<file path="src/core/irdr_defines.svh">
`ifndef IRDR_DEFINES_SVH
`define IRDR_DEFINES_SVH
// Array identifiers
`define IRDR_ID_ITAG   8'h00
`define IRDR_ID_IDATA  8'h01
`define IRDR_ID_ITLB   8'h04
`define IRDR_ID_MOP    8'h06
`define IRDR_ID_DTAG   8'h08
`define IRDR_ID_DDATA  8'h09
`define IRDR_ID_DTLB   8'h0A
// Index operand fields
`define IRDR_ID_HI     31
`define IRDR_ID_LO     24
`define IRDR_WAY_HI    19
`define IRDR_WAY_LO    18
`define IRDR_SUB_HI    17
`define IRDR_SUB_LO    16
`define IRDR_COPY_RSVD 2'h3
// Result reset value
`define IRDR_RESULT_RST 64'h0000000000000000
// Result register select codes
`define IRDR_SEL_D0    3'h0
`define IRDR_SEL_D1    3'h1
`define IRDR_SEL_D2    3'h2
`define IRDR_SEL_I0    3'h4
`define IRDR_SEL_I1    3'h5
`define IRDR_SEL_I2    3'h6
`endif

</file>
<file path="src/core/irdr_pkg.sv">
package irdr_pkg;
  typedef enum logic [1:0] {IRDR_IDLE, IRDR_WAIT, IRDR_DONE} irdr_state_e;
  typedef struct packed {
    logic [63:0] word0;
    logic [63:0] word1;
    logic [63:0] word2;
  } irdr_result_s;
  typedef struct packed {
    logic        valid;
    logic        write;
    logic [2:0]  sel;
    logic [1:0]  el;
    logic [31:0] wdata;
  } irdr_req_s;
endpackage : irdr_pkg

</file>
<file path="src/core/irdr_internal_ram_debug_read.sv">
// Functional notes
// - Read-only view; no path writes any cache or TLB entry.
// - Accesses allowed only at top privilege level; otherwise undefined-instruction fault.
// - Index bits 31:24 carry the array identifier, decoded to choose array.
// - Three data-side and three instruction-side read-only 64-bit results.
// - Both first-level caches are four-way; way field two bits.
// - Identifier 0x00 reads instruction tag; way 19:18, VA 13:6.
// - Identifier 0x01 reads instruction data; way 19:18, VA 13:3.
// - Identifier 0x04 reads instruction TLB; entry from bits 7:0.
// - Identifier 0x06 reads macro-op cache; ten-bit index bits 9:0.
// - Identifier 0x08 reads data tag; way, copy 17:16 (3 reserved), PA 13:6.
// - Identifier 0x09 reads data data; way, bank choice 17:16, PA 13:6.
// - Identifier 0x0A reads data TLB; entry from bits 5:0.
// - Instruction tag word0: NS 31, PA 30:3, state 2:1, parity 0.
// - Instruction tag words 1 and 2 read reserved zero.
// - Instruction data: word0 bits 63:0, word1 bits 83:64, word2 zero.
// - ITLB word0: VA12 at 63, attributes 62:59, memtype 57:55, size 54:52.
// - ITLB memory type 000-011 device, 100 NC, 101-111 write-back kinds.
// - ITLB word0: shareable 51:50, zero 49:42, address/VM/mode tags, valid 0.
`include "irdr_defines.svh"
module irdr_internal_ram_debug_read
  import irdr_pkg::*;
#(
  parameter int ITAG_W = 32,
  parameter int ITLB_W = 64
) (
  input  wire logic         clock,
  input  wire logic         arst_n,
  input  wire irdr_req_s    req,
  output logic              busy,
  output logic              undefFault,
  output logic [63:0]       rdata,
  output logic              arrayReq,
  output logic [7:0]        arrayIdentifier,
  output logic [1:0]        wayField,
  output logic [1:0]        subField,
  output logic [10:0]       setIndex,
  input  wire logic         arrayAck,
  input  wire logic [ITAG_W-1:0] iTagWord,
  input  wire logic [83:0]  iDataWord,
  input  wire logic [ITLB_W-1:0] iTlbWord,
  input  wire irdr_result_s mopResult,
  input  wire irdr_result_s dResult
);
  ////////////////////////////////////////////////////////////////////////////
  irdr_state_e  state;
  irdr_state_e  next_state;
  irdr_result_s iRes;
  irdr_result_s dRes;
  logic [31:0]  index;

  wire       topLevel   = (req.el == 2'h3);
  wire       legal      = req.valid && topLevel;
  wire       idxWrite   = legal && req.write && (state != IRDR_WAIT);
  wire       resRead    = legal && !req.write;
  wire [7:0] curId      = index[`IRDR_ID_HI:`IRDR_ID_LO];
  // Way is two bits since both caches are four-way
  wire [1:0] curWay     = index[`IRDR_WAY_HI:`IRDR_WAY_LO];
  wire [1:0] curSub     = index[`IRDR_SUB_HI:`IRDR_SUB_LO];
  // Reserved tag copy is never launched; it returns zeros
  wire       copyRsvd   = (curId == `IRDR_ID_DTAG) && (curSub == `IRDR_COPY_RSVD);

  ////////////////////////////////////////////////////////////////////////////
  // Location decode per array
  logic [10:0] locIdx;
  always_comb begin
    case (curId)
      `IRDR_ID_ITAG:  locIdx = {3'h0, index[13:6]};
      `IRDR_ID_IDATA: locIdx = index[13:3];
      `IRDR_ID_ITLB:  locIdx = {3'h0, index[7:0]};
      `IRDR_ID_MOP:   locIdx = {1'h0, index[9:0]};
      `IRDR_ID_DTAG:  locIdx = {3'h0, index[13:6]};
      `IRDR_ID_DDATA: locIdx = {3'h0, index[13:6]};
      `IRDR_ID_DTLB:  locIdx = {5'h00, index[5:0]};
      default:        locIdx = 11'h000;
    endcase
  end

  // Read-only array port: address and request only, never write data
  assign arrayReq        = (state == IRDR_WAIT) && !copyRsvd;
  assign arrayIdentifier = curId;
  assign wayField        = curWay;
  assign subField        = ((curId == `IRDR_ID_DTAG) || (curId == `IRDR_ID_DDATA)) ? curSub : 2'h0;
  assign setIndex        = locIdx;

  ////////////////////////////////////////////////////////////////////////////
  // Result formatting
  logic [63:0] iTlb0;
  // Bits not named in the formats are forced zero; [49:42] explicitly zero
  assign iTlb0 = {iTlbWord[63], iTlbWord[62:59], 1'h0, iTlbWord[57:55],
                  iTlbWord[54:52], iTlbWord[51:50], 8'h00, 2'h0,
                  iTlbWord[39:24], iTlbWord[23:8], iTlbWord[7:5], 4'h0, iTlbWord[0]};

  irdr_result_s next_iRes;
  irdr_result_s next_dRes;
  always_comb begin
    next_iRes = '0;
    next_dRes = '0;
    case (curId)
      `IRDR_ID_ITAG: begin
        next_iRes.word0 = {32'h0, iTagWord[31], iTagWord[30:3], iTagWord[2:1], iTagWord[0]};
      end
      `IRDR_ID_IDATA: begin
        next_iRes.word0 = iDataWord[63:0];
        next_iRes.word1 = {44'h0, iDataWord[83:64]};
      end
      `IRDR_ID_ITLB:  next_iRes.word0 = iTlb0;
      `IRDR_ID_MOP:   next_iRes = mopResult;
      `IRDR_ID_DTAG:  next_dRes = copyRsvd ? '0 : dResult;
      `IRDR_ID_DDATA: next_dRes = dResult;
      `IRDR_ID_DTLB:  next_dRes = dResult;
      default: begin
        next_iRes = '0;
        next_dRes = '0;
      end
    endcase
  end

  ////////////////////////////////////////////////////////////////////////////
  // Sequencer
  wire captureNow = (state == IRDR_WAIT) && (arrayAck || copyRsvd);
  always_comb begin
    next_state = state;
    case (state)
      IRDR_IDLE, IRDR_DONE: if (idxWrite) next_state = IRDR_WAIT;
      IRDR_WAIT:            if (captureNow) next_state = IRDR_DONE;
      default:              next_state = IRDR_IDLE;
    endcase
  end

  wire curIsI = (curId == `IRDR_ID_ITAG) || (curId == `IRDR_ID_IDATA) ||
                (curId == `IRDR_ID_ITLB) || (curId == `IRDR_ID_MOP);

  always_ff @(posedge clock or negedge arst_n) begin
    if (!arst_n) begin
      state <= IRDR_IDLE;
      index <= 32'h0000_0000;
    end else begin
      state <= next_state;
      if (idxWrite) index <= req.wdata;
    end
  end

  // Captured once per index write and held until the next one
  always_ff @(posedge clock or negedge arst_n) begin
    if (!arst_n) begin
      iRes <= {3{`IRDR_RESULT_RST}};
      dRes <= {3{`IRDR_RESULT_RST}};
    end else if (captureNow) begin
      if (curIsI) iRes <= next_iRes;
      else        dRes <= next_dRes;
    end
  end

  // Reads are dropped while busy; rdata keeps its last value until a read after the capture
  assign busy = (state == IRDR_WAIT);

  // Unprivileged access only pulses the fault; nothing else moves
  always_ff @(posedge clock or negedge arst_n) begin
    if (!arst_n) undefFault <= 1'b0;
    else         undefFault <= req.valid && !topLevel;
  end

  logic [63:0] next_rdata;
  always_comb begin
    case (req.sel)
      `IRDR_SEL_D0: next_rdata = dRes.word0;
      `IRDR_SEL_D1: next_rdata = dRes.word1;
      `IRDR_SEL_D2: next_rdata = dRes.word2;
      `IRDR_SEL_I0: next_rdata = iRes.word0;
      `IRDR_SEL_I1: next_rdata = iRes.word1;
      `IRDR_SEL_I2: next_rdata = iRes.word2;
      default:      next_rdata = 64'h0000000000000000;
    endcase
  end

  always_ff @(posedge clock or negedge arst_n) begin
    if (!arst_n)                 rdata <= `IRDR_RESULT_RST;
    else if (resRead && !busy)   rdata <= next_rdata;
  end

  ////////////////////////////////////////////////////////////////////////////
  a_fault_lowlevel: assert property (@(posedge clock) disable iff (!arst_n)
    req.valid && req.el != 2'h3 |=> undefFault) else $error("no fault on low level");
  a_no_fault_top: assert property (@(posedge clock) disable iff (!arst_n)
    req.valid && req.el == 2'h3 |=> !undefFault) else $error("fault at top level");
  a_write_starts: assert property (@(posedge clock) disable iff (!arst_n)
    idxWrite |=> busy) else $error("index write did not start read");
  a_hold_results: assert property (@(posedge clock) disable iff (!arst_n)
    !captureNow |=> $stable(iRes) && $stable(dRes)) else $error("results changed");
  a_itag_upper: assert property (@(posedge clock) disable iff (!arst_n)
    captureNow && curId == `IRDR_ID_ITAG |=> iRes.word1 == 64'h0 && iRes.word2 == 64'h0)
    else $error("itag upper words not zero");
  a_idata_word1: assert property (@(posedge clock) disable iff (!arst_n)
    captureNow && curId == `IRDR_ID_IDATA |=> iRes.word1[63:20] == 44'h0 && iRes.word2 == 64'h0)
    else $error("idata upper bits not zero");
  a_itlb_zero: assert property (@(posedge clock) disable iff (!arst_n)
    captureNow && curId == `IRDR_ID_ITLB |=> iRes.word0[49:42] == 8'h00)
    else $error("itlb zero field set");
  a_rsvd_copy: assert property (@(posedge clock) disable iff (!arst_n)
    busy && copyRsvd |-> !arrayReq ##1 !busy) else $error("reserved copy launched");
  a_idata_loc: assert property (@(posedge clock) disable iff (!arst_n)
    arrayReq && curId == `IRDR_ID_IDATA |-> setIndex == index[13:3]) else $error("bad idata index");
  c_itag_read: cover property (@(posedge clock) disable iff (!arst_n)
    captureNow && curId == `IRDR_ID_ITAG);
  c_dtlb_read: cover property (@(posedge clock) disable iff (!arst_n)
    captureNow && curId == `IRDR_ID_DTLB);
  c_fault: cover property (@(posedge clock) disable iff (!arst_n) undefFault);
  c_back_to_back: cover property (@(posedge clock) disable iff (!arst_n)
    captureNow ##1 idxWrite);
  c_rsvd_copy: cover property (@(posedge clock) disable iff (!arst_n)
    captureNow && copyRsvd);

  ////////////////////////////////////////////////////////////////////////////
  // Shadows of the raw array words; only the assertions read them
  logic [31:0] seenTag;
  logic [83:0] seenData;
  logic [63:0] seenTlb;
  always_ff @(posedge clock or negedge arst_n) begin
    if (!arst_n) begin
      seenTag  <= 32'h0000_0000;
      seenData <= 84'h0;
      seenTlb  <= 64'h0000_0000_0000_0000;
    end else if (captureNow) begin
      seenTag  <= iTagWord[31:0];
      seenData <= iDataWord;
      seenTlb  <= iTlbWord[63:0];
    end
  end

  wire curKnown = curIsI || (curId == `IRDR_ID_DTAG) || (curId == `IRDR_ID_DDATA) ||
                  (curId == `IRDR_ID_DTLB);

  // Sequencing and hold
  a_capture_ends: assert property (@(posedge clock) disable iff (!arst_n)
    captureNow |=> !busy && !arrayReq)
    else $error("read did not finish after capture");
  a_busy_write_drop: assert property (@(posedge clock) disable iff (!arst_n)
    busy && req.valid && req.write |=> $stable(index))
    else $error("index changed while busy");
  a_busy_from_write: assert property (@(posedge clock) disable iff (!arst_n)
    $rose(busy) |-> $past(idxWrite))
    else $error("busy rose without index write");
  a_rdata_hold: assert property (@(posedge clock) disable iff (!arst_n)
    !(resRead && !busy) |=> $stable(rdata))
    else $error("rdata moved without a read");

  // Result register selection
  a_read_d0: assert property (@(posedge clock) disable iff (!arst_n)
    resRead && !busy && req.sel == `IRDR_SEL_D0 |=> rdata == dRes.word0)
    else $error("data word0 read wrong");
  a_read_d1: assert property (@(posedge clock) disable iff (!arst_n)
    resRead && !busy && req.sel == `IRDR_SEL_D1 |=> rdata == dRes.word1)
    else $error("data word1 read wrong");
  a_read_d2: assert property (@(posedge clock) disable iff (!arst_n)
    resRead && !busy && req.sel == `IRDR_SEL_D2 |=> rdata == dRes.word2)
    else $error("data word2 read wrong");
  a_read_i0: assert property (@(posedge clock) disable iff (!arst_n)
    resRead && !busy && req.sel == `IRDR_SEL_I0 |=> rdata == iRes.word0)
    else $error("instr word0 read wrong");
  a_read_i1: assert property (@(posedge clock) disable iff (!arst_n)
    resRead && !busy && req.sel == `IRDR_SEL_I1 |=> rdata == iRes.word1)
    else $error("instr word1 read wrong");
  a_read_i2: assert property (@(posedge clock) disable iff (!arst_n)
    resRead && !busy && req.sel == `IRDR_SEL_I2 |=> rdata == iRes.word2)
    else $error("instr word2 read wrong");
  a_read_unused: assert property (@(posedge clock) disable iff (!arst_n)
    resRead && !busy && (req.sel == 3'h3 || req.sel == 3'h7) |=> rdata == 64'h0)
    else $error("unused select not zero");

  // Array location decode
  a_id_field: assert property (@(posedge clock) disable iff (!arst_n)
    arrayReq |-> arrayIdentifier == index[31:24])
    else $error("bad array identifier");
  a_way_field: assert property (@(posedge clock) disable iff (!arst_n)
    arrayReq |-> wayField == index[19:18])
    else $error("bad way field");
  a_isub_zero: assert property (@(posedge clock) disable iff (!arst_n)
    arrayReq && curIsI |-> subField == 2'h0)
    else $error("instr array got a sub field");
  a_itag_loc: assert property (@(posedge clock) disable iff (!arst_n)
    arrayReq && curId == `IRDR_ID_ITAG |-> setIndex == {3'h0, index[13:6]})
    else $error("bad itag index");
  a_itlb_loc: assert property (@(posedge clock) disable iff (!arst_n)
    arrayReq && curId == `IRDR_ID_ITLB |-> setIndex == {3'h0, index[7:0]})
    else $error("bad itlb entry");
  a_mop_loc: assert property (@(posedge clock) disable iff (!arst_n)
    arrayReq && curId == `IRDR_ID_MOP |-> setIndex == {1'h0, index[9:0]})
    else $error("bad macro_op index");
  a_dtag_loc: assert property (@(posedge clock) disable iff (!arst_n)
    arrayReq && curId == `IRDR_ID_DTAG |-> setIndex == {3'h0, index[13:6]} && subField == index[17:16])
    else $error("bad dtag location");
  a_ddata_loc: assert property (@(posedge clock) disable iff (!arst_n)
    arrayReq && curId == `IRDR_ID_DDATA |-> setIndex == {3'h0, index[13:6]} && subField == index[17:16])
    else $error("bad ddata location");
  a_dtlb_loc: assert property (@(posedge clock) disable iff (!arst_n)
    arrayReq && curId == `IRDR_ID_DTLB |-> setIndex == {5'h00, index[5:0]})
    else $error("bad dtlb entry");

  // Result formats
  a_itag_word0: assert property (@(posedge clock) disable iff (!arst_n)
    captureNow && curId == `IRDR_ID_ITAG |=> iRes.word0 == {32'h0000_0000, seenTag})
    else $error("itag word0 format wrong");
  a_idata_words: assert property (@(posedge clock) disable iff (!arst_n)
    captureNow && curId == `IRDR_ID_IDATA |=> iRes.word0 == seenData[63:0] && iRes.word1[19:0] == seenData[83:64])
    else $error("idata words wrong");
  a_itlb_va_attr: assert property (@(posedge clock) disable iff (!arst_n)
    captureNow && curId == `IRDR_ID_ITLB |=> iRes.word0[63:59] == seenTlb[63:59] && !iRes.word0[58])
    else $error("itlb address or attributes wrong");
  a_itlb_type_size: assert property (@(posedge clock) disable iff (!arst_n)
    captureNow && curId == `IRDR_ID_ITLB |=> iRes.word0[57:52] == seenTlb[57:52])
    else $error("itlb type or size wrong");
  a_itlb_share: assert property (@(posedge clock) disable iff (!arst_n)
    captureNow && curId == `IRDR_ID_ITLB |=> iRes.word0[51:50] == seenTlb[51:50])
    else $error("itlb shareable bits wrong");
  a_itlb_tags: assert property (@(posedge clock) disable iff (!arst_n)
    captureNow && curId == `IRDR_ID_ITLB |=> iRes.word0[39:5] == seenTlb[39:5])
    else $error("itlb tags wrong");
  a_itlb_valid: assert property (@(posedge clock) disable iff (!arst_n)
    captureNow && curId == `IRDR_ID_ITLB |=> iRes.word0[0] == seenTlb[0] && iRes.word0[4:1] == 4'h0)
    else $error("itlb valid bit wrong");
  a_mop_pass: assert property (@(posedge clock) disable iff (!arst_n)
    captureNow && curId == `IRDR_ID_MOP |=> iRes == $past(mopResult))
    else $error("macro_op words wrong");
  a_dside_pass: assert property (@(posedge clock) disable iff (!arst_n)
    captureNow && (curId == `IRDR_ID_DDATA || curId == `IRDR_ID_DTLB) |=> dRes == $past(dResult))
    else $error("data side words wrong");
  a_dtag_pass: assert property (@(posedge clock) disable iff (!arst_n)
    captureNow && curId == `IRDR_ID_DTAG && !copyRsvd |=> dRes == $past(dResult))
    else $error("dtag words wrong");
  a_rsvd_zero: assert property (@(posedge clock) disable iff (!arst_n)
    captureNow && copyRsvd |=> dRes == '0)
    else $error("reserved copy not zero");
  a_unknown_zero: assert property (@(posedge clock) disable iff (!arst_n)
    captureNow && !curKnown |=> dRes == '0)
    else $error("unknown array not zero");
  a_iside_keep: assert property (@(posedge clock) disable iff (!arst_n)
    captureNow && curIsI |=> $stable(dRes))
    else $error("instr read touched data side");
  a_dside_keep: assert property (@(posedge clock) disable iff (!arst_n)
    captureNow && !curIsI |=> $stable(iRes))
    else $error("data read touched instr side");

  // Privilege
  a_fault_quiet: assert property (@(posedge clock) disable iff (!arst_n)
    !req.valid |=> !undefFault)
    else $error("fault without access");
  a_fault_no_effect: assert property (@(posedge clock) disable iff (!arst_n)
    req.valid && req.el != 2'h3 |=> $stable(index) && $stable(rdata))
    else $error("unprivileged access had effect");
endmodule : irdr_internal_ram_debug_read

</file>
<file path="config.mk">
export PLATFORM = sky130hd
export DESIGN_NAME = irdr_internal_ram_debug_read
export DESIGN_NICKNAME = d
export VERILOG_FILES = /design/src/core/irdr_pkg.sv /design/src/core/irdr_internal_ram_debug_read.sv
export VERILOG_INCLUDE_DIRS = /design/src /design/src/core
export SDC_FILE = /design/constraint.sdc
export NUM_CORES = 1
export LEC_CHECK = 0
export CORE_AREA = 2 2 270 272
export CTS_CLUSTER_SIZE = 16
export DETAILED_ROUTE_END_ITERATION = 10
export DIE_AREA = 0 0 272 274
export DONT_BUFFER_PORTS = 1
export PLACE_DENSITY = 0.53
export SLEW_MARGIN = 20
export SYNTH_ARGS = -nofsm -noshare
export SYNTH_HDL_FRONTEND = slang
export SYNTH_SLANG_ARGS = --single-unit
</file>
<file path="constraint.sdc">
create_clock -name clock -period 2.9 [get_ports clock]
set_input_delay 0.29 -clock clock [delete_from_list [all_inputs] [get_ports clock]]
set_output_delay 0.29 -clock clock [all_outputs]
set_load 0.01 [all_outputs]
</file>
==> results.sh <==
export IMPL_cts_num_sinks=477
export IMPL_drt_iter0_markers=1852
export IMPL_synth_avg_cell_area_sq_um=10.0
export IMPL_irDropWorstVdd_mv=0.473
export IMPL_core_region_area_sq_mm=0.0720
export IMPL_number_of_cell_instances_on_the_worst_register_to_register_path=6
export IMPL_drt_pre_antenna_iters=6
export IMPL_cts_buffers=55
export IMPL_period_share=0.962
export IMPL_numPortBuffers=0
export IMPL_rsz0062_at_grt="no"
export IMPL_worst_setup_path_type="flip-flop to primary output"
export IMPL_yosysWarningCount=0
export IMPL_finalSetupTns_ps=0
export IMPL_grt_met3_usage=0.0407
export IMPL_outcome="complete, but fails checks"
export IMPL_critical_path_peak_fanout=8
export IMPL_die_area_sq_mm=0.0745
export IMPL_via_per_inst=5.62
export IMPL_grt_pass1_vias=21403
export IMPL_violations_in_the_final_reports="hold timing, slew limit"
export IMPL_antenna_found_initial=13
export IMPL_ys_top_cells_by_area="sky130_fd_sc_hd__dfrtp_1 51%, sky130_fd_sc_hd__mux2i_1 10%, sky130_fd_sc_hd__a22oi_1 7.8%"
export IMPL_clock_insertion_delay_worst_skew_ps=600
export IMPL_boundaryPins=696
export IMPL_cts_root_buffer_cell="sky130_fd_sc_hd__clkbuf_16"
export IMPL_synth_lib_cells_used_distinct=45
export IMPL_worst_clock_skew_ps=22.2
export IMPL_tritoncts="done"
export IMPL_mappedNetlistArea_sq_mm=0.0236
export IMPL_finish_utilization=0.424
export IMPL_hold_slack_ps=-604
export IMPL_totalPowerFinal_mw=19.3
export IMPL_worst_path_largest_cell_delay_ps=610
export IMPL_finalSetupViolations=0
export IMPL_drc_errors=0
export IMPL_synthToLayoutAreaGrowth_pct=29.5
export IMPL_num_vias=20593
export IMPL_layout_cells_most_common_list="472 x sky130_fd_sc_hd__dfrtp_1, 406 x sky130_fd_sc_hd__dlygate4sd3_1, 321 x sky130_fd_sc_hd__nand2_1"
export IMPL_power_density_cell_area_mw_per_mm2=631
export IMPL_worstPathRequired_ps=2610
export IMPL_grt_busiest_layer="met2"
export IMPL_gr_usage_all_layers=0.237
export IMPL_htreeDepth=2
export IMPL_rows=99
export IMPL_grt_use_met1=0.311
export IMPL_die_y_microns=274
export IMPL_globalRouteMet2Util=0.388
export IMPL_synth_async_sr_flop_share=1.00
export IMPL_fmax_mhz=358
export IMPL_pin_count_of_the_biggest_net_entering_global_routing=478
export IMPL_clock_path_buffers=3
export IMPL_fin_crit_ps=2790
export IMPL_slew_headroom=-0.816
export IMPL_synth_edff_count=0
export IMPL_initial_utilization=0.328
export IMPL_wl_microns=91800
export IMPL_clkTransAtPathRegs_ps=60
export IMPL_proportion_of_synthesized_chip_area_in_sequential_cells=0.506
export IMPL_power_static_leakage_nw=12.4
export IMPL_detailedPlacementHpwl_microns=58700
export IMPL_finish_net_count=3258
export IMPL_worstHoldPathType="primary input to asynchronous set/reset pin"
export IMPL_worst_max_slew_pin_slew_ps=2720
export IMPL_routed_wire_length_per_instance_microns=25.0
export IMPL_postCtsHoldBufs=406
export IMPL_syn_num_nets=2953
export IMPL_maxCapViolCount=0
export IMPL_cp_end_kind="primary output"
export IMPL_cp_start_kind="flip-flop"
export IMPL_globalRouteOverflowTotal=0
export IMPL_postSynthRegisterBits=477
export IMPL_final_common_cell="sky130_fd_sc_hd__dfrtp_1"
export IMPL_syn_instance_count=2347
export IMPL_grt_first_pass_wirelength_microns=135000
export IMPL_synth_ff_type="sky130_fd_sc_hd__dfrtp_1"
export IMPL_ant_nets=0
export IMPL_die_x_microns=272
export IMPL_place_gp_congestion=0.894
export IMPL_timing_final_hold_violations=390
export IMPL_crit_path_top_delay_cell="sky130_fd_sc_hd__or4_4"
export IMPL_drive_gt1_frac=0.0932
export IMPL_worstPathCellList="or4_4 -> a2111oi_4 -> buf_4 -> a222oi_1 -> inv_1"
export IMPL_synth_top_cell_area_share=0.506
export IMPL_cp_data_arrival_time_ps=2500
export IMPL_yosysTopAreaCell="sky130_fd_sc_hd__dfrtp_1"
export IMPL_timing_max_transition_violations_final=294
[report_power, final]
group	total [mW]	switching, mW	internal (mW)	leakage (nW)
combinational	3.47	1.82	1.65	5.14
sequential	8.66	0.905	7.76	6.36
clock	7.15	2.90	4.25	0.898
[worst max-delay path: cells and delay by family, from the launching register on]
kind            cells  cell delay (ps)
compound gates      2              440
buf+inv             2              390
simple gates        1              610
flops               1              460
[flip-flops by register name (all words and copies together), names as in the netlist]
name and cells:
dRes 192, iRes 192, index 26, rdata 64, state 2, undefFault 1
[per-stage QoR]
step / cell area (sq um) / setup WS [ps] / std cells
after detailed placement: 24600 / 402 / 3147
final: 30500 / 110 / 3667
after global routing: 30500 / 34.1 / 3665
after CTS: 30500 / 12.2 / 3651
after floorplan: 23600 / 676 / 2347
after global placement: 24600 / 473 / 3147
[routing by layer]
layer,vias to the layer above,wire length [microns]
li1,8913,-
met1,10391,37700
met2,1054,44000
met3,235,6520
met4,0,3700
met5,-,0
[cell usage after synthesis (15+ instances only)]
cell	n
sky130_fd_sc_hd__clkbuf_1	154
sky130_fd_sc_hd__nand3_1	64
sky130_fd_sc_hd__or2_2	15
sky130_fd_sc_hd__o21ai_0	277
sky130_fd_sc_hd__nand2_1	322
sky130_fd_sc_hd__mux2_2	49
sky130_fd_sc_hd__mux2i_1	239
sky130_fd_sc_hd__o31ai_1	52
sky130_fd_sc_hd__buf_1	17
sky130_fd_sc_hd__a22o_1	80
sky130_fd_sc_hd__inv_1	201
sky130_fd_sc_hd__a21oi_1	15
sky130_fd_sc_hd__buf_6	29
sky130_fd_sc_hd__a22oi_1	244
sky130_fd_sc_hd__dfrtp_1	477
[what timing repair did]
action                     in CTS  in global routing
hold endpoints to repair      857                477
buffers inserted                0                  1
gates resized for setup         1                  5
pin swaps                       0                  1
setup endpoints to repair       1                 14
[layout make-up]
cell class	instances	area (sq um)
clock buffers	85	1690
repair buffers	470	4880
flip-flops and latches	477	11900
fillers	6801	41400
well taps	959	1200
inverters	201	754
multi-input cells	1447	9880
clock inverters	13	154
diodes	15	37.5
[cells by family (layout without fill, tap and decap cells)]
kind of cell | count (synthesis) | in the layout | share of synthesized area
other cells | 0 | 15 | 0
compound gates | 714 | 714 | 0.202
buf+inv | 423 | 769 | 0.0790
simple gates | 433 | 433 | 0.0800
flops | 477 | 477 | 0.506
mux | 300 | 300 | 0.132
[worst paths after layout]
kind	start	endpoint	slack, ps
max	index[28]$_DFFE_PN0P_	setIndex[5]	110
max reg2reg	index[24]$_DFFE_PN0P_	iRes[170]$_DFFE_PN0P_	220
min reg2reg	state[0]$_DFFE_PN0P_	state[0]$_DFFE_PN0P_	470
max in group asynchronous	arst_n	iRes[134]$_DFFE_PN0P_	1360
min	arst_n	iRes[66]$_DFFE_PN0P_	-600
min in group clock	iDataWord[78]	iRes[78]$_DFFE_PN0P_	20
(Power assumes the default switching activity.)
